$ cat config.mk
export PLATFORM = sky130hd
export DESIGN_NAME = cssf_top
export DESIGN_NICKNAME = d
export VERILOG_FILES = /design/src/logic/cssf_pkg.sv /design/src/logic/cssf_link_if.sv /design/src/logic/cssf_hang_timer.sv /design/src/logic/cssf_pin_sync.sv /design/src/logic/cssf_top.sv
export VERILOG_INCLUDE_DIRS = /design/src /design/src/logic
export SDC_FILE = /design/constraint.sdc
export NUM_CORES = 1
export LEC_CHECK = 0
export ABC_AREA = 1
export BUFFER_PORTS_ARGS = -buffer_cell sky130_fd_sc_hd__buf_4
export CAP_MARGIN = 20
export CORE_AREA = 2 2 93 95
export DETAILED_ROUTE_END_ITERATION = 10
export DIE_AREA = 0 0 95 97
export PLACE_DENSITY = 0.69
export SYNTH_ARGS = -nofsm -noshare
export SYNTH_HDL_FRONTEND = slang
export SYNTH_SLANG_ARGS = --single-unit
$ cat constraint.sdc
create_clock -name clk -period 3.2 [get_ports clk]
set_input_delay 0.16 -clock clk [delete_from_list [all_inputs] [get_ports clk]]
set_output_delay 0.16 -clock clk [all_outputs]
set_load 0.1 [all_outputs]
$ cat src/logic/cssf_params.svh
// Register map, field positions, reset values and timing counts
`ifndef CSSF_PARAMS_SVH
`define CSSF_PARAMS_SVH
// ****************************************
// Bus addressing
// ****************************************
`define CSSF_DEV_ADDR      7'h6A
`define CSSF_ADDR_STATUS   8'h00
`define CSSF_ADDR_FAULT    8'h01
`define CSSF_ADDR_THERM    8'h02
`define CSSF_UNMAPPED_VAL  8'hFF
// ****************************************
// Field positions
// ****************************************
`define CSSF_B_SHIP        5
`define CSSF_B_THERM_EN    7
// ****************************************
// Reset values
// ****************************************
`define CSSF_SHIP_RST      1'h0
`define CSSF_SYSON_RST     1'h1
`define CSSF_MASK_RST      4'h0
`define CSSF_THERM_EN_RST  1'h1
`define CSSF_THERM_LO_RST  4'h8
// ****************************************
// Timing
// ****************************************
`define CSSF_CLK_PERIOD_NS 20
`define CSSF_HANG_TIME_NS  50000
`define CSSF_HANG_CYCLES   (`CSSF_HANG_TIME_NS / `CSSF_CLK_PERIOD_NS)
`endif

$ cat src/logic/cssf_pkg.sv
// Types shared by the status and fault register block
`default_nettype none
package cssf_pkg;
  typedef enum logic [3:0] {
    ST_IDLE     = 4'h0,
    ST_ADDR     = 4'h1,
    ST_ACK_ADDR = 4'h2,
    ST_RX_REG   = 4'h3,
    ST_ACK_REG  = 4'h4,
    ST_RX_DATA  = 4'h5,
    ST_ACK_DATA = 4'h6,
    ST_TX       = 4'h7,
    ST_ACK_TX   = 4'h8
  } cssf_state_t;
endpackage
`default_nettype wire

$ cat src/logic/cssf_link_if.sv
// Bus events found on the sampled serial pins
`timescale 1ns/1ps
`default_nettype none
interface cssf_link_if;
  logic sclRise;
  logic sclFall;
  logic startCond;
  logic stopCond;
  logic sdaLevel;
  modport src  (output sclRise, sclFall, startCond, stopCond, sdaLevel);
  modport sink (input  sclRise, sclFall, startCond, stopCond, sdaLevel);
endinterface
`default_nettype wire

$ cat src/logic/cssf_hang_timer.sv
// Watchdog that resets the serial engine when data is held low
`timescale 1ns/1ps
`default_nettype none
`include "cssf_params.svh"
module cssf_hang_timer #(
  parameter int HANG_CYCLES = `CSSF_HANG_CYCLES
) (
  // Clock and reset
  input  wire logic   clk,
  input  wire logic   nrst,
  // Events
  cssf_link_if.sink   link,
  // Timeout pulse
  output logic        timeout
);
  logic        active;
  logic [15:0] lowCount;

  // Runs from start to stop or timeout, restarted by each start
  always_ff @(posedge clk or negedge nrst) begin
    if (!nrst) begin
      active <= 1'b0;
    end else if (link.startCond) begin
      active <= 1'b1;
    end else if (link.stopCond || timeout) begin
      active <= 1'b0;
    end
  end

  always_ff @(posedge clk or negedge nrst) begin
    if (!nrst) begin
      lowCount <= 16'h0000;
    end else if (link.startCond || !active || link.sdaLevel) begin
      lowCount <= 16'h0000;
    end else if (!timeout) begin
      lowCount <= lowCount + 16'h0001;
    end
  end

  assign timeout = active && (lowCount == 16'(HANG_CYCLES));
endmodule
`default_nettype wire

$ cat src/logic/cssf_pin_sync.sv
// Pin synchronisers and start, stop and clock edge detection
`timescale 1ns/1ps
`default_nettype none
module cssf_pin_sync (
  // Clock and reset
  input  wire logic   clk,
  input  wire logic   nrst,
  // Serial pins
  input  wire logic   sclIn,
  input  wire logic   sdaIn,
  // Events
  cssf_link_if.src    link
);
  logic sclMeta, sclQ, sclPrev;
  logic sdaMeta, sdaQ, sdaPrev;

  always_ff @(posedge clk or negedge nrst) begin
    if (!nrst) begin
      sclMeta <= 1'b1;
      sclQ    <= 1'b1;
      sclPrev <= 1'b1;
      sdaMeta <= 1'b1;
      sdaQ    <= 1'b1;
      sdaPrev <= 1'b1;
    end else begin
      sclMeta <= sclIn;
      sclQ    <= sclMeta;
      sclPrev <= sclQ;
      sdaMeta <= sdaIn;
      sdaQ    <= sdaMeta;
      sdaPrev <= sdaQ;
    end
  end

  assign link.sclRise   = sclQ & ~sclPrev;
  assign link.sclFall   = ~sclQ & sclPrev;
  assign link.startCond = sclQ & sclPrev & sdaPrev & ~sdaQ;
  assign link.stopCond  = sclQ & sclPrev & ~sdaPrev & sdaQ;
  assign link.sdaLevel  = sdaQ;
endmodule
`default_nettype wire

$ cat src/logic/cssf_top.sv
// Status, fault and mask registers behind a serial slave port
`timescale 1ns/1ps
`default_nettype none
`include "cssf_params.svh"
module cssf_top
  import cssf_pkg::*;
#(
  parameter int HANG_CYCLES = `CSSF_HANG_CYCLES
) (
  // Clock and reset
  input  wire logic       clk,
  input  wire logic       nrst,
  // Serial pins
  input  wire logic       sclIn,
  input  wire logic       sdaIn,
  output logic            sdaOut,
  output logic            sdaOe,
  // Chip disable pin
  input  wire logic       chipDisablePin,
  // Charger status
  input  wire logic [1:0] chargeState,
  input  wire logic       inputPowerMgmtActive,
  input  wire logic       systemSwitchOn,
  input  wire logic [1:0] thermalFault,
  // Fault sources
  input  wire logic       pbResetEvent,
  input  wire logic       timerExpired,
  input  wire logic       inputOvLevel,
  input  wire logic       inputUvEvent,
  input  wire logic       batLockoutLevel,
  input  wire logic       batOvercurrentEvent,
  // Controls
  output logic            shipRequest,
  output logic            thermalEnable,
  output logic [3:0]      thermalCtrl,
  output logic [3:0]      faultMask,
  output logic            faultNotify
);
  cssf_link_if link ();
  cssf_state_t state;
  logic       timeout;
  logic [3:0] bitCnt;
  logic [7:0] rxShift;
  logic [7:0] txShift;
  logic [7:0] regPtr;
  logic [7:0] readValue;
  logic       readWrite;
  logic       masterAck;
  logic       readLoad;
  logic       wrStrobe;
  logic       cdMeta, cdQ, cdPrev;
  logic       cdToggle;
  logic       sysOn;
  logic       resetFault, timerFault;
  logic       ovFlag, uvFlag, lockFlag, ocFlag;
  logic       clrStatus, clrFault;

  cssf_pin_sync u_sync (
    .clk   (clk),
    .nrst  (nrst),
    .sclIn (sclIn),
    .sdaIn (sdaIn),
    .link  (link.src)
  );

  cssf_hang_timer #(.HANG_CYCLES(HANG_CYCLES)) u_hang (
    .clk     (clk),
    .nrst    (nrst),
    .link    (link.sink),
    .timeout (timeout)
  );

  // ****************************************
  // Read decode
  // ****************************************
  function automatic logic isAddr(input logic [7:0] p, input logic [7:0] a);
    return p == a;
  endfunction

  always_comb begin
    if (isAddr(regPtr, `CSSF_ADDR_STATUS)) begin
      readValue = {chargeState, 1'b0, resetFault, timerFault,
                   inputPowerMgmtActive, cdQ, sysOn};
    end else if (isAddr(regPtr, `CSSF_ADDR_FAULT)) begin
      readValue = {ovFlag, uvFlag, lockFlag, ocFlag, faultMask};
    end else if (isAddr(regPtr, `CSSF_ADDR_THERM)) begin
      readValue = {thermalEnable, thermalFault, 1'b0, thermalCtrl};
    end else begin
      readValue = `CSSF_UNMAPPED_VAL;
    end
  end

  assign clrStatus = readLoad && isAddr(regPtr, `CSSF_ADDR_STATUS);
  assign clrFault  = readLoad && isAddr(regPtr, `CSSF_ADDR_FAULT);

  // ****************************************
  // Serial engine
  // ****************************************
  assign readLoad = link.sclFall && ((state == ST_ACK_ADDR && readWrite) ||
                    (state == ST_ACK_TX && masterAck));
  assign wrStrobe = link.sclFall && state == ST_RX_DATA && bitCnt == 4'h8;
  assign sdaOut   = 1'b0;

  always_ff @(posedge clk or negedge nrst) begin
    if (!nrst) begin
      state     <= ST_IDLE;
      bitCnt    <= 4'h0;
      rxShift   <= 8'h00;
      txShift   <= 8'h00;
      regPtr    <= 8'h00;
      readWrite <= 1'b0;
      masterAck <= 1'b0;
      sdaOe     <= 1'b0;
    end else if (timeout || link.stopCond) begin
      state  <= ST_IDLE;
      sdaOe  <= 1'b0;
    end else if (link.startCond) begin
      state  <= ST_ADDR;
      bitCnt <= 4'h0;
      sdaOe  <= 1'b0;
    end else if (link.sclRise) begin
      case (state)
        ST_ADDR, ST_RX_REG, ST_RX_DATA: begin
          rxShift <= {rxShift[6:0], link.sdaLevel};
          bitCnt  <= bitCnt + 4'h1;
        end
        ST_ACK_TX: begin
          masterAck <= ~link.sdaLevel;
        end
        default: begin
        end
      endcase
    end else if (link.sclFall) begin
      case (state)
        ST_ADDR: begin
          if (bitCnt == 4'h8 && rxShift[7:1] == `CSSF_DEV_ADDR) begin
            readWrite <= rxShift[0];
            sdaOe     <= 1'b1;
            state     <= ST_ACK_ADDR;
          end else if (bitCnt == 4'h8) begin
            state <= ST_IDLE;
          end
        end
        ST_ACK_ADDR, ST_ACK_TX: begin
          bitCnt <= 4'h0;
          if (readLoad) begin
            // Pointer moves past the byte just loaded and cleared
            regPtr  <= regPtr + 8'h01;
            txShift <= readValue;
            sdaOe   <= ~readValue[7];
            state   <= ST_TX;
          end else if (state == ST_ACK_ADDR) begin
            sdaOe <= 1'b0;
            state <= ST_RX_REG;
          end else begin
            state <= ST_IDLE;
          end
        end
        ST_RX_REG: begin
          if (bitCnt == 4'h8) begin
            regPtr <= rxShift;
            sdaOe  <= 1'b1;
            state  <= ST_ACK_REG;
          end
        end
        ST_ACK_REG, ST_ACK_DATA: begin
          if (state == ST_ACK_DATA) begin
            regPtr <= regPtr + 8'h01;
          end
          bitCnt <= 4'h0;
          sdaOe  <= 1'b0;
          state  <= ST_RX_DATA;
        end
        ST_RX_DATA: begin
          if (bitCnt == 4'h8) begin
            sdaOe <= 1'b1;
            state <= ST_ACK_DATA;
          end
        end
        ST_TX: begin
          bitCnt  <= bitCnt + 4'h1;
          txShift <= {txShift[6:0], 1'b0};
          if (bitCnt == 4'h7) begin
            sdaOe <= 1'b0;
            state <= ST_ACK_TX;
          end else begin
            sdaOe <= ~txShift[6];
          end
        end
        default: begin
          state <= ST_IDLE;
        end
      endcase
    end
  end

  // ****************************************
  // Writable fields
  // ****************************************
  always_ff @(posedge clk or negedge nrst) begin
    if (!nrst) begin
      shipRequest   <= `CSSF_SHIP_RST;
      faultMask     <= `CSSF_MASK_RST;
      thermalEnable <= `CSSF_THERM_EN_RST;
      thermalCtrl   <= `CSSF_THERM_LO_RST;
    end else if (wrStrobe) begin
      if (isAddr(regPtr, `CSSF_ADDR_STATUS)) begin
        shipRequest <= rxShift[`CSSF_B_SHIP];
      end
      if (isAddr(regPtr, `CSSF_ADDR_FAULT)) begin
        faultMask <= rxShift[3:0];
      end
      if (isAddr(regPtr, `CSSF_ADDR_THERM)) begin
        thermalEnable <= rxShift[`CSSF_B_THERM_EN];
        thermalCtrl   <= rxShift[3:0];
      end
    end
  end

  // ****************************************
  // Chip disable pin and system switch
  // ****************************************
  always_ff @(posedge clk or negedge nrst) begin
    if (!nrst) begin
      cdMeta <= 1'b0;
      cdQ    <= 1'b0;
      cdPrev <= 1'b0;
      sysOn  <= `CSSF_SYSON_RST;
    end else begin
      cdMeta <= chipDisablePin;
      cdQ    <= cdMeta;
      cdPrev <= cdQ;
      sysOn  <= systemSwitchOn;
    end
  end

  assign cdToggle = cdQ ^ cdPrev;

  // ****************************************
  // Status and fault flags, set wins over clear
  // ****************************************
  always_ff @(posedge clk or negedge nrst) begin
    if (!nrst) begin
      resetFault <= 1'b0;
      timerFault <= 1'b0;
    end else begin
      resetFault <= pbResetEvent | (resetFault & ~clrStatus);
      timerFault <= timerExpired | (timerFault & ~cdToggle);
    end
  end

  always_ff @(posedge clk or negedge nrst) begin
    if (!nrst) begin
      ovFlag   <= 1'b0;
      uvFlag   <= 1'b0;
      lockFlag <= 1'b0;
      ocFlag   <= 1'b0;
    end else begin
      ovFlag   <= inputOvLevel | (ovFlag & ~clrFault);
      uvFlag   <= inputUvEvent | (uvFlag & ~clrFault);
      lockFlag <= batLockoutLevel | (lockFlag & ~clrFault);
      ocFlag   <= batOvercurrentEvent | (ocFlag & ~clrFault);
    end
  end

  // Notify while any fault flag is set whose mask bit is clear
  assign faultNotify = |({ovFlag, uvFlag, lockFlag, ocFlag} & ~faultMask);
endmodule
`default_nettype wire

==> metrics.md, run 1 <==
| Metric | Value |
|---|---|
| Critical Path Source Type | register |
| Place WS | 1.14 ns |
| Area grow syn2layout | 13.6% |
| Dpl cells | 654 |
| Slew at the pin with the worst max-slew slack | 0.963 ns |
| Flop2flop setup slack | between 1 and 1.5 ns |
| ANT nets after route | 0 |
| Switching power total | slightly above 0.5 mW |
| Post-synth EDFFs | 0 |
| WL met1 | 4540 um |
| Max-Cap Viols | 0 |
| Seq pwr share | 0.549 |
| DP HPWL | 6910 um |
| Crit-path max FO | 11 |
| PortBufs | 28 |
| DRT iter0 DRCs | 170 |
| Critical Path End Type | register |
| Synth Register Bits | 77 |
| Tot GR Track Use | 0.224 |
| TritonCTS clock tree | done |
| Logic gate share of total power | 0.106 |
| Fin area | 0.00475 sq mm |
| Io pins | 30 |
| Post-synthesis average cell area | 7.94 sq um |
| Largest net degree at the start of global routing | 78 |
| Pwr/cell area | between 300 and 400 mW/mm^2 |
| CTS max path bufs | 2 |
| Lkg Pwr | 2.32 nW |
| Core Box Area | 0.00813 sq mm |
| Commonest non-fill, non-tap cells in the layout | 124 x nand2_1, 68 x dfrtp_1, 60 x inv_1, 59 x nor2_1, 44 x o21ai_0 |
| Min-delay src | batLockoutLevel |
| Outcome | complete, no violations |
| Via density | 5.19 |
| Root Buffer | clkbuf_8 |
| Clk_lat worst skew | between 0.3 and 0.4 ns |
| Part of the Yosys area used for sequential elements | 0.463 |
| Grt total ovfl | 0 |
| Final GP Congestion | about 0.96 |
| Worst Hold Class | in -> reg |
| Netlist cell types | 41 |
| Wire length per cell | 14.0 um |
| Met3 Wirelength | about 360 um |
| Clock Skews | slightly below 0.009 ns |
| Final setup fails | 0 |
| Post-Syn Instances | 527 |
| Most used DFF post-synth | dfrtp_1 |
| Cell internal pwr | 1.38 mW |
| Final setup margin | 1.12 ns |
| Post-layout net count | roughly 600 |
| F_max | just under 0.5 GHz |
| Routed Wire Length | ~9500 um |
| CTS sink cnt | 77 |
| Register-to-Register Path Depth | 11 |
| Total power | 1.89 mW |
| Final slew viol count | 0 |
| DR vias | 3,524 |
| Unrepaired setup endpoints after global routing | false |
| N_diodes | 0 |
| Max VDD drop | approximately 260 uV |
| Warnings, synthesis | 0 |
| Die H | 97 um |
| Antenna violations before repair | 0 |
| Final hold vios | 0 |
| Vias in the first global route | roughly 3,400 |
| Reg-to-reg endpoint | txShift[3]$_DFFE_PN0P_ |
| Die X-Extent | 95 um |
| Die area | ~0.009 sq mm |
| Relative slew slack | 0.358 |
| Min-Delay Path Depth | 2 |
| Postcts setup bufs | 0 |
| First-pass GRT wire length | about 16,000 um |
| CP required | 3.45 ns |
| Drt drc | 0 |
| Critical Path AT | 2.33 ns |
| DR pass1 iterations | 5 |
| Uppermost layer routed | met4 |
| Met2 wire length | 4440 um |
| DP Area | ~0.0045 sq mm |
| Final min period | 2.08 ns |
| Crit path kind | reg -> reg |
| Post-synth top area share | 0.407 |
| Htree depth | 3 |
| WHS Endpoint | lockFlag$_DFF_PN0_ |
| Most common cell after layout, fill and taps aside | nand2_1 |
| Area contributors post-synth | dfrtp_1 41%, nand2_1 11%, dfstp_2 5.7% |
| Fin crit share | 0.650 |
| Clock share of power | 0.346 |
| Share of cells above drive strength 1 | 0.159 |
| Reg clk slew, reported paths | 0.08 ns |
| Asr flop ratio synth | 1.00 |
| Num CTS Buffers | 9 |
| Syn Nets | 555 |
| Fillers | 755 |
| Initial Utilization | 0.514 |
| Finished Layout Cells | 679 |
| Cell area after synthesis | 0.00418 sq mm |
| Reg2reg start | regPtr[1]$_DFFE_PN0P_ |
| Setup_tns | 0 ns |
| Sw Ratio | 0.274 |
| Largest area contributor in the netlist | dfrtp_1 |
| Core Rows | 33 |
## critical path, stage by stage, from the launching register on
cell	delay, ns
dfrtp_1	0.46
inv_1	0.10
ha_1	0.16
nand2_1	0.07
nor2_1	0.47
nor2_1	0.10
nor2_1	0.24
nand2_1	0.10
o211ai_1	0.10
nand2_1	0.07
nand2_1	0.06
nand2_1	0.04
## layout make-up
class,count,area (sq um),share of cell area
Clock buffer,11,141,0.0297
Clock inverter,4,25.0,0.00526
Inverter,68,255,0.0537
Multi-Input combinational cell,375,1940,0.409
Sequential cell,77,1940,0.408
Tap cell,105,131,0.0276
Timing Repair Buffer,39,318,0.0669
## power by group through the flow
stage / clock network, mW / logic, mW / registers (mW)
2_1_floorplan: 0 / 0.103 / 1.07
4_1_cts: 0.678 / 0.203 / 1.04
6_report: 0.655 / 0.200 / 1.04
3_5_place_dp: 0 / 0.192 / 1.06
3_3_place_gp: 0 / 0.189 / 1.06
5_1_grt: 0.722 / 0.225 / 1.04
## kinds of logic (layout without fill, tap and decap cells)
group | after synthesis | count (layout) | synth area share
AO/OA/AOI/OAI | 98 | 98 | 0.134
XOR/XNOR | 6 | 6 | 0.0126
adder cells (fa/ha/maj) | 11 | 11 | 0.0329
buffers and inverters | 75 | 122 | 0.0721
flip-flops | 77 | 77 | 0.463
multiplexers | 2 | 2 | 0.00478
other | 1 | 1 | 0.000896
AND/OR/NAND/NOR | 257 | 257 | 0.279
## layer usage
layer / up-vias / track usage
met5: - / 0
met1: 1645 / 0.310
met4: 0 / 0.0747
met2: 73 / 0.348
li1: 1789 / -
met3: 17 / 0.0475
## registers in the layout (all words and copies together), names as in the netlist, 4 cells and up
register,count
u_hang.lowCount,16
regPtr,8
rxShift,8
txShift,7
bitCnt,4
faultMask,4
state,4
thermalCtrl,4
## worst max path at each step
stage	from	end	slack, ns	cells after the start
3_3_place_gp	state[2]$_DFFE_PN0P_	txShift[3]$_DFFE_PN0P_	1.09	10
5_1_grt	regPtr[2]$_DFFE_PN0P_	txShift[3]$_DFFE_PN0P_	0.85	10
6_report	regPtr[1]$_DFFE_PN0P_	txShift[3]$_DFFE_PN0P_	1.12	11
2_1_floorplan	faultMask[0]$_DFFE_PN0P_	faultNotify	0.01	1
3_5_place_dp	state[2]$_DFFE_PN0P_	txShift[5]$_DFFE_PN0P_	1.14	10
4_1_cts	state[2]$_DFFE_PN0P_	txShift[5]$_DFFE_PN0P_	1.11	10
## synth_stat cells, types with 4 or more instances
cell type  count
nor2_1        59
inv_2          7
o21bai_1       5
dfrtp_1       68
nand4_1        9
nand2_2       12
a21oi_1       22
o211ai_1       7
nand2_4        4
a31oi_1        4
xor2_1         5
nand3_1       27
dfstp_2        9
nand2_1      124
inv_1         60
ha_1          11
buf_2          4
nor3_1         8
o21ai_1        5
o21ai_2        5
o21ai_0       44
## per-stage QoR
stage,util,hold WS (ns)
after floorplan,-,-0.136
after global placement,0.552,0.269
after detailed placement,0.552,0.269
after CTS,0.584,0.00147
after global routing,0.584,0.000101
final,0.584,0.0230
## timing repair
action	4_1_cts	5_1_grt
resized for setup	0	0
hold endpoints to repair	19	0
hold buffers	10	0
setup endpoints to repair	0	0
No activity file was read; power rests on OpenSTA's default activity.
==> run 2: changes to the inputs <==
--- a/config.mk
+++ b/config.mk
@@ -6,13 +6,13 @@
 export SDC_FILE = /design/constraint.sdc
 export NUM_CORES = 1
 export LEC_CHECK = 0
-export ABC_AREA = 1
+export ABC_AREA = 0
 export BUFFER_PORTS_ARGS = -buffer_cell sky130_fd_sc_hd__buf_4
 export CAP_MARGIN = 20
-export CORE_AREA = 2 2 93 95
+export CORE_AREA = 2 2 95 97
 export DETAILED_ROUTE_END_ITERATION = 10
-export DIE_AREA = 0 0 95 97
-export PLACE_DENSITY = 0.69
+export DIE_AREA = 0 0 97 99
+export PLACE_DENSITY = 0.71
 export SYNTH_ARGS = -nofsm -noshare
 export SYNTH_HDL_FRONTEND = slang
 export SYNTH_SLANG_ARGS = --single-unit
==> constraint.sdc (replaced) <==
create_clock -name clk -period 1.9 [get_ports clk]
set_input_delay 0.095 -clock clk [delete_from_list [all_inputs] [get_ports clk]]
set_output_delay 0.095 -clock clk [all_outputs]
set_load 0.1 [all_outputs]
==> run 2 against run 1 <==
  * The flow now finishes with violations (negative setup slack)
  * Global-route usage is 1.1 points higher
  * Synthesized cell count is 17% lower
  * Register-to-register slack worse by 1.3 ns
  * Total power is 93% higher
  * Critical path type unchanged
  * Highest routed layer unchanged
==> metrics.md, run 2 <==
| Metric | Value |
|---|---|
| Logic gate share of total power | 0.087 (-0.019) |
| CP required | 2.15 ns (-1.30 ns) |
| DR vias | 3,746 (+6.3%) |
| Die area | 0.00960 sq mm (+4.2%) |
| Core Rows | 34 (+3.0%) |
| Initial Utilization | 0.505 (-0.00926) |
| F_max | 0.482 GHz (+0.39%) |
| TritonCTS clock tree | done |
| Switching power total | 0.822 mW (+59%) |
| CTS max path bufs | 2 (unchanged) |
| Most common cell after layout, fill and taps aside | buf_4 |
| Crit path kind | reg -> reg |
| Share of cells above drive strength 1 | 0.371 (+0.213) |
| Area grow syn2layout | 36.4% |
| Final slew viol count | 0 (unchanged) |
| Pwr/cell area | 621 mW/mm^2 (+56%) |
| Critical Path Source Type | register |
| Max reg flops | 16 (unchanged) |
| Max-Cap Viols | 0 (unchanged) |
| Synth Register Bits | 77 (unchanged) |
| Tot GR Track Use | 0.235 (+0.0113) |
| Routed Wire Length | 11,600 um (+22%) |
| Clock Skews | 0.00942 ns (+0.000757 ns) |
| Num CTS Buffers | 9 (unchanged) |
| Cell area after synthesis | 0.00432 sq mm (+3.2%) |
| Setup_tns | -1.28 ns (-1.28 ns) |
| Finished Layout Cells | 652 (-4.0%) |
| Netlist cell types | 69 (+68%) |
| Post-synthesis average cell area | 9.84 sq um (+24%) |
| Critical Path AT | 2.32 ns (about the same) |
| CP max stage delay | 0.55 ns (+0.08 ns) |
| Asr flop ratio synth | 1.00 (unchanged) |
| Grt total ovfl | 0 (unchanged) |
| Most numerous cell in the Yosys netlist | dfrtp_1 |
| Worst path slowest cell | dfstp_2 |
| Total power | 3.66 mW (+93%) |
| Crit-path cells | inv_2 -> ha_4 -> or3b_4 -> o2bb2ai_4 -> o31ai_2 -> a21oi_2 -> mux2_4 |
| N_diodes | 0 (unchanged) |
| Post-layout net count | 567 (-5.2%) |
| Fin area | 0.00589 sq mm (+24%) |
| Reg clk slew, reported paths | 0.08 ns (about the same) |
| Worst Hold Class | in -> async |
| Clk_lat worst skew | 0.36 ns (about the same) |
| DP Area | 0.00502 sq mm (+12%) |
| Largest area contributor in the netlist | dfrtp_1 |
| First-pass GRT wire length | 18,300 um (+13%) |
| Final hold vios | 0 (unchanged) |
| Post-synth top area share | 0.394 (-0.0127) |
| Root Buffer | clkbuf_8 |
| Htree depth | 3 (unchanged) |
| Biggest register | u_hang.lowCount |
| DR pass1 iterations | 5 (unchanged) |
| Warnings, synthesis | 0 (unchanged) |
| Largest regs | u_hang.lowCount: 16 flops, regPtr: 8 flops, rxShift: 8 flops |
| Final setup fails | 22 (+22) |
| Area contributors post-synth | dfrtp_1 39%, mux2_2 6.3%, dfstp_2 5.5% |
| Clock share of power | 0.445 (+0.099) |
| Core Box Area | 0.00855 sq mm (+5.1%) |
| Io pins | 30 (unchanged) |
| Violated checks | negative setup slack |
| Final min period | 2.07 ns (-0.00799 ns) |
| Most used DFF post-synth | dfrtp_1 |
| Commonest non-fill, non-tap cells in the layout | 88 x buf_4, 67 x dfrtp_1, 41 x nor2_1, 37 x nand2_1 |
| Drt drc | 0 (unchanged) |
| Final GP Congestion | 0.902 (-5.9%) |
| Crit-path max FO | 3 (-8) |
| Max VDD drop | 491 uV (+91%) |
| Seq pwr share | 0.468 (-0.081) |
| Fin crit share | 1.09 (+0.441) |
| DRT iter0 DRCs | 190 (+12%) |
| Syn Nets | 467 (-16%) |
| Unrepaired setup endpoints after global routing | true |
| Post-synth EDFFs | 0 (unchanged) |
| Antenna violations before repair | 0 (unchanged) |
| Critical Path End Type | register |
| ANT nets after route | 0 (unchanged) |
| CTS sink cnt | 77 (unchanged) |
| Final Util | 0.689 (+0.104) |
| Die X-Extent | 97 um (+2.1%) |
| Dpl cells | 608 (-7.0%) |
| Cell internal pwr | 2.84 mW (+110%) |
| Largest net degree at the start of global routing | 62 (-21%) |
| PortBufs | 28 (unchanged) |
| Commonest cells post-synth | 68 x dfrtp_1, 44 x nor2_1, 37 x nand2_1, 24 x mux2_2, 21 x inv_1 |
| Outcome | complete, but fails checks |
| Vias in the first global route | 3,586 (+5.4%) |
| Post-Syn Instances | 439 (-17%) |
| Part of the Yosys area used for sequential elements | 0.449 (-0.0145) |
| Die H | 99 um (+2.1%) |
| Via density | 5.75 (+11%) |
| Final setup margin | -0.173 ns (-1.29 ns) |
| DP HPWL | 7310 um (+5.8%) |
| Lkg Pwr | 2.66 nW (+15%) |
| Wire length per cell | 17.8 um (+27%) |
| Sw Ratio | 0.225 (-0.0488) |
==> run 2: cell types whose count changed after synthesis, sizes merged, moves of 8 or more <==
cell,previous run,this run
nand2,140,37
inv,67,21
a31oi,4,13
buf,6,16
mux2,0,25
nand3,30,16
o21ai,54,17
o22ai,1,9
nor2,65,45
==> run 2: cells by family after synthesis <==
logic type,Yosys count,synth area share
flops,77,0.449
simple gates,165,0.205
xor+xnor,13,0.0264
buf+inv,43,0.0475
fa+ha+maj,11,0.0319
compound gates,97,0.158
other cells,1,0.000868
mux,32,0.0814
==> run 2: power groups by stage <==
stage / Clock [mW] / Combinational (mW) / Sequential [mW]
3_5_place_dp: 0 / 0.254 / 1.74
5_1_grt: 1.74 / 0.343 / 1.72
2_1_floorplan: 0 / 0.121 / 1.74
3_3_place_gp: 0 / 0.248 / 1.74
6_report: 1.63 / 0.319 / 1.71
4_1_cts: 1.64 / 0.291 / 1.71
==> run 2: layout make-up <==
type                       instances  area [sq um]
fill                             590          2660
clock buffer                      12           135
inverter                          21          78.8
timing repair buffer             111           953
sequential                        77          1940
multi-input combinational        319          2530
tap                              108           135
clock inverter                     4           120
==> run 2: path summary, 6_finish.rpt <==
| kind | start | to | slack (ns) | cells after the start |
|---|---|---|---|---|
| worst max-delay path | u_sync.sclPrev$_DFF_PN1_ | bitCnt[1]$_DFFE_PN0P_ | -0.17 | 7 |
| worst min-delay path | nrst | u_hang.lowCount[6]$_DFFE_PN0P_ | 0.14 | 2 |
| worst max register to register | u_sync.sclPrev$_DFF_PN1_ | bitCnt[1]$_DFFE_PN0P_ | -0.17 | 7 |
| worst min register to register | cdMeta$_DFF_PN0_ | cdQ$_DFF_PN0_ | 0.35 | 0 |
| max in group asynchronous | nrst | thermalCtrl[3]$_DFFE_PN1P_ | 1.12 | 3 |
| min in group clk | chargeState[0] | txShift[6]$_DFFE_PN0P_ | 0.22 | 5 |
==> run 2: stage by stage <==
stage | hold slack (ns) | setup slack (ns)
floorplan | -0.201 | -0.193
global placement | -0.0235 | -0.153
detailed placement | -0.0155 | -0.191
CTS | 0.145 | -0.141
global route | 0.135 | -0.230
finish | 0.144 | -0.173
==> run 2: timing repair <==
action	CTS	global route
gates resized for setup	28	52
setup endpoints to repair	39	46
pin swaps	9	22
hold buffers	11	0
endpoints found under the hold margin	78	0
setup buffers	6	12
==> run 2: routing by layer <==
layer,up-vias,GRT usage,routed length [um]
li1,1773,-,-
met1,1865,0.334,5310
met2,95,0.368,5750
met3,13,0.0518,405
met4,0,0.0596,142
met5,-,0,0
==> run 2: worst max-delay path, delay by kind of cell, from the launching register on <==
kind,cells,cell delay (ns)
and+or+nand+nor,1,0.38
buffers and inverters,1,0.05
muxes,1,0.31
adders and majority gates,1,0.21
AOI/OAI and AO/OA,3,0.46
DFF,1,0.55
==> run 3: changes to the inputs <==
--- a/config.mk
+++ b/config.mk
@@ -9,10 +9,10 @@
 export ABC_AREA = 0
 export BUFFER_PORTS_ARGS = -buffer_cell sky130_fd_sc_hd__buf_4
 export CAP_MARGIN = 20
-export CORE_AREA = 2 2 95 97
+export CORE_AREA = 2 2 109 84
 export DETAILED_ROUTE_END_ITERATION = 10
-export DIE_AREA = 0 0 97 99
-export PLACE_DENSITY = 0.71
+export DIE_AREA = 0 0 111 86
+export PLACE_DENSITY = 0.72
 export SYNTH_ARGS = -nofsm -noshare
 export SYNTH_HDL_FRONTEND = slang
 export SYNTH_SLANG_ARGS = --single-unit
==> run 3 against run 2 <==
  * The run still ends with negative setup slack left
  * Combinational power shrank 3%
  * Global-route usage grew 1.3 points
  * Core utilization grew 0.16 points
  * Clock-buffer cell count shrank 2
  * Sequential share of layout area grew 0.63 points
  * Worst hold slack gained 0.089 ns
  * Clock skew shrank 0.0012 ns
  * Wire length shrank 0.24%
  * Largest power group is now the clock network
==> metrics.md, run 3 (same netlist as run 2, synthesis figures left out) <==
| Metric | Value |
|---|---|
| Reg clk slew, reported paths | 0.06 ns (-0.02 ns) |
| First-pass GRT wire length | 18,700 um (+2.1%) |
| Io pins | 30 (unchanged) |
| Worst hold slack | 0.233 ns (+0.0891 ns) |
| DRT iter0 DRCs | 293 (+54%) |
| Unrepaired setup endpoints after global routing | true |
| Num CTS Buffers | 9 (unchanged) |
| Register-to-Register Path Depth | 7 (unchanged) |
| Largest regs | u_hang.lowCount: 16 flops, regPtr: 8 flops, rxShift: 8 flops |
| Area of the multi-input gates | 0.00239 sq mm (-5.3%) |
| Most common cell after layout, fill and taps aside | buf_4 |
| Root Buffer | clkbuf_16 |
| Max reg flops | 16 (unchanged) |
| F_max | 0.480 GHz (-0.39%) |
| Commonest non-fill, non-tap cells in the layout | 88 x buf_4, 65 x dfrtp_1, 43 x nor2_1, 36 x nand2_1, 20 x mux2_2 |
| Vias in the first global route | 3,627 (+1.1%) |
| Largest net degree at the start of global routing | 35 (-44%) |
| Tot GR Track Use | 0.248 (+0.0132) |
| DR pass1 iterations | 5 (unchanged) |
| CP delay by family, top | simple AND/OR/NAND/NOR gates |
| Critical Path Source Type | register |
| Worst path slowest cell | dfstp_2 |
| Area grow syn2layout | 34.0% |
| Clk_lat worst skew | 0.35 ns (about the same) |
| Crit path kind | reg -> reg |
| Cell internal pwr | 3.02 mW (+6.5%) |
| N_diodes | 0 (unchanged) |
| Wire length per cell | 17.9 um (+0.37%) |
| Core Box Area | 0.00838 sq mm (-2.0%) |
| Final GP Congestion | 0.882 (-2.2%) |
| Via density | 5.92 (+3.1%) |
| Max-Cap Viols | 0 (unchanged) |
| Final setup fails | 18 (-18%) |
| Crit-path max FO | 5 (+2) |
| DP HPWL | 7660 um (+4.8%) |
| Routed Wire Length | 11,600 um (-0.24%) |
| Share of cells above drive strength 1 | 0.359 (-0.0121) |
| TritonCTS clock tree | done |
| CTS max path bufs | 2 (unchanged) |
| Register Area | 0.00194 sq mm (+0.13%) |
| Fin crit share | 1.10 (+0.00424) |
| Clock Skews | 0.00824 ns (-0.00119 ns) |
| Sw Ratio | 0.230 (+0.00506) |
| Outcome | complete, but fails checks |
| Initial Utilization | 0.515 (+0.0102) |
| Fillers | 601 (+1.9%) |
| Final slew viol count | 0 (unchanged) |
| Flop2flop setup slack | -0.18 ns (about the same) |
| Switching power total | 0.902 mW (+9.7%) |
| Die X-Extent | 111 um (+14%) |
| Biggest register | u_hang.lowCount |
| Seq pwr share | 0.437 (-0.031) |
| Final setup margin | -0.181 ns (-0.00806 ns) |
| Clock share of power | 0.484 (+0.039) |
| Final min period | 2.08 ns (+0.00806 ns) |
| Setup_tns | -1.53 ns (-0.250 ns) |
| Logic gate share of total power | 0.079 (-0.008) |
| CTS sink cnt | 77 (unchanged) |
| Lkg Pwr | 2.62 nW (-1.4%) |
| PortBufs | 28 (unchanged) |
| Die area | 0.00955 sq mm (-0.59%) |
| DR vias | 3,837 (+2.4%) |
| Critical Path End Type | register |
| Antenna violations before repair | 0 (unchanged) |
| Worst Hold Class | in -> async |
| CP required | 2.18 ns (+0.03 ns) |
| Crit-path cells | buf_4 -> ha_4 -> or3b_4 -> a21oi_4 -> o2111ai_2 -> o211ai_1 -> and4bb_2 |
| Drt drc | 0 (unchanged) |
| ANT nets after route | 0 (unchanged) |
| Htree depth | 3 (unchanged) |
| Die H | 86 um (-13%) |
| Final hold vios | 0 (unchanged) |
| Violated checks | negative setup slack |
| Reg-to-reg endpoint | sdaOe$_DFFE_PN0P_ |
| CP Buf/Inv Count | 1 (unchanged) |
| Core Rows | 29 (-15%) |
| Grt total ovfl | 0 (unchanged) |
| Pwr/cell area | 678 mW/mm^2 (+9.2%) |
| Post-layout net count | 563 (-0.71%) |
| Reg2reg start | u_sync.sclPrev$_DFF_PN1_ |
| Critical Path AT | 2.36 ns (+0.04 ns) |
| Max VDD drop | 763 uV (+56%) |
| CP max stage delay | 0.55 ns (about the same) |
==> run 3: changes by cell type in the layout (fill, tap and decap cells not counted), sizes merged <==
cell    previous run  this run
clkinv             0         2
inv               21        23
bufinv             4         2
buf              100        96
clkbuf            12        10
==> run 3: worst max path at each step <==
stage | startpoint | to | slack [ns] | cells past startpoint
6_report | u_sync.sclPrev$_DFF_PN1_ | sdaOe$_DFFE_PN0P_ | -0.18 | 7
5_1_grt | u_sync.sclPrev$_DFF_PN1_ | sdaOe$_DFFE_PN0P_ | -0.25 | 7
4_1_cts | u_sync.sclPrev$_DFF_PN1_ | bitCnt[0]$_DFFE_PN0P_ | -0.16 | 7
3_5_place_dp | u_sync.sclPrev$_DFF_PN1_ | bitCnt[1]$_DFFE_PN0P_ | -0.19 | 7
3_3_place_gp | u_sync.sclPrev$_DFF_PN1_ | bitCnt[1]$_DFFE_PN0P_ | -0.16 | 7
2_1_floorplan | u_sync.sclPrev$_DFF_PN1_ | bitCnt[1]$_DFFE_PN0P_ | -0.19 | 7
==> run 3: per-layer routing <==
layer | global-route usage | vias to the layer above | share of wire | wire length (um)
li1 | - | 1776 | - | -
met1 | 0.353 | 1891 | 0.47 | 5440
met5 | 0 | - | 0 | 0
met4 | 0.0795 | 0 | 0.020 | 236
met2 | 0.370 | 143 | 0.45 | 5210
met3 | 0.0686 | 27 | 0.059 | 684
==> run 3: power by group through the flow <==
stage | sequential, mW | clock (mW) | combinational (mW)
3_5_place_dp | 1.74 | 0 | 0.253
5_1_grt | 1.72 | 2.01 | 0.336
6_report | 1.72 | 1.90 | 0.309
3_3_place_gp | 1.74 | 0 | 0.247
4_1_cts | 1.71 | 1.92 | 0.289
2_1_floorplan | 1.74 | 0 | 0.121
==> run 3: timing repair <==
item,in CTS,in global routing
hold buffers,11,0
setup buffers,5,6
pin swaps,6,11
endpoints found under the hold margin,37,0
resized for setup,22,29
setup endpoints to repair,28,46
==> run 3: stage by stage <==
step / util / instances / power [mW] / instance area, sq um / setup WS, ns
floorplan: - / 439 / 1.87 / 4350 / -0.193
global placement: 0.601 / 610 / 1.99 / 5030 / -0.156
detailed placement: 0.601 / 610 / 2.00 / 5030 / -0.188
CTS: 0.670 / 642 / 3.93 / 5620 / -0.161
global route: 0.690 / 648 / 4.07 / 5790 / -0.253
finish: 0.690 / 648 / 3.93 / 5790 / -0.181
==> run 3: worst register-to-register path, cell delays in order (launching register included) <==
cell and delay [ns]:
dfstp_2 0.55, buf_4 0.13, ha_4 0.13, or3b_4 0.39
a21oi_4 0.29, o2111ai_2 0.17, o211ai_1 0.13, and4bb_2 0.23
==> run 3: area by class of cell <==
cell class              count  area share
inverters                  21      0.0136
multi-input cells         319       0.414
clock inverters             6      0.0162
well taps                 108      0.0234
clock buffers              10      0.0413
flip-flops and latches     77       0.336
repair buffers            107       0.156
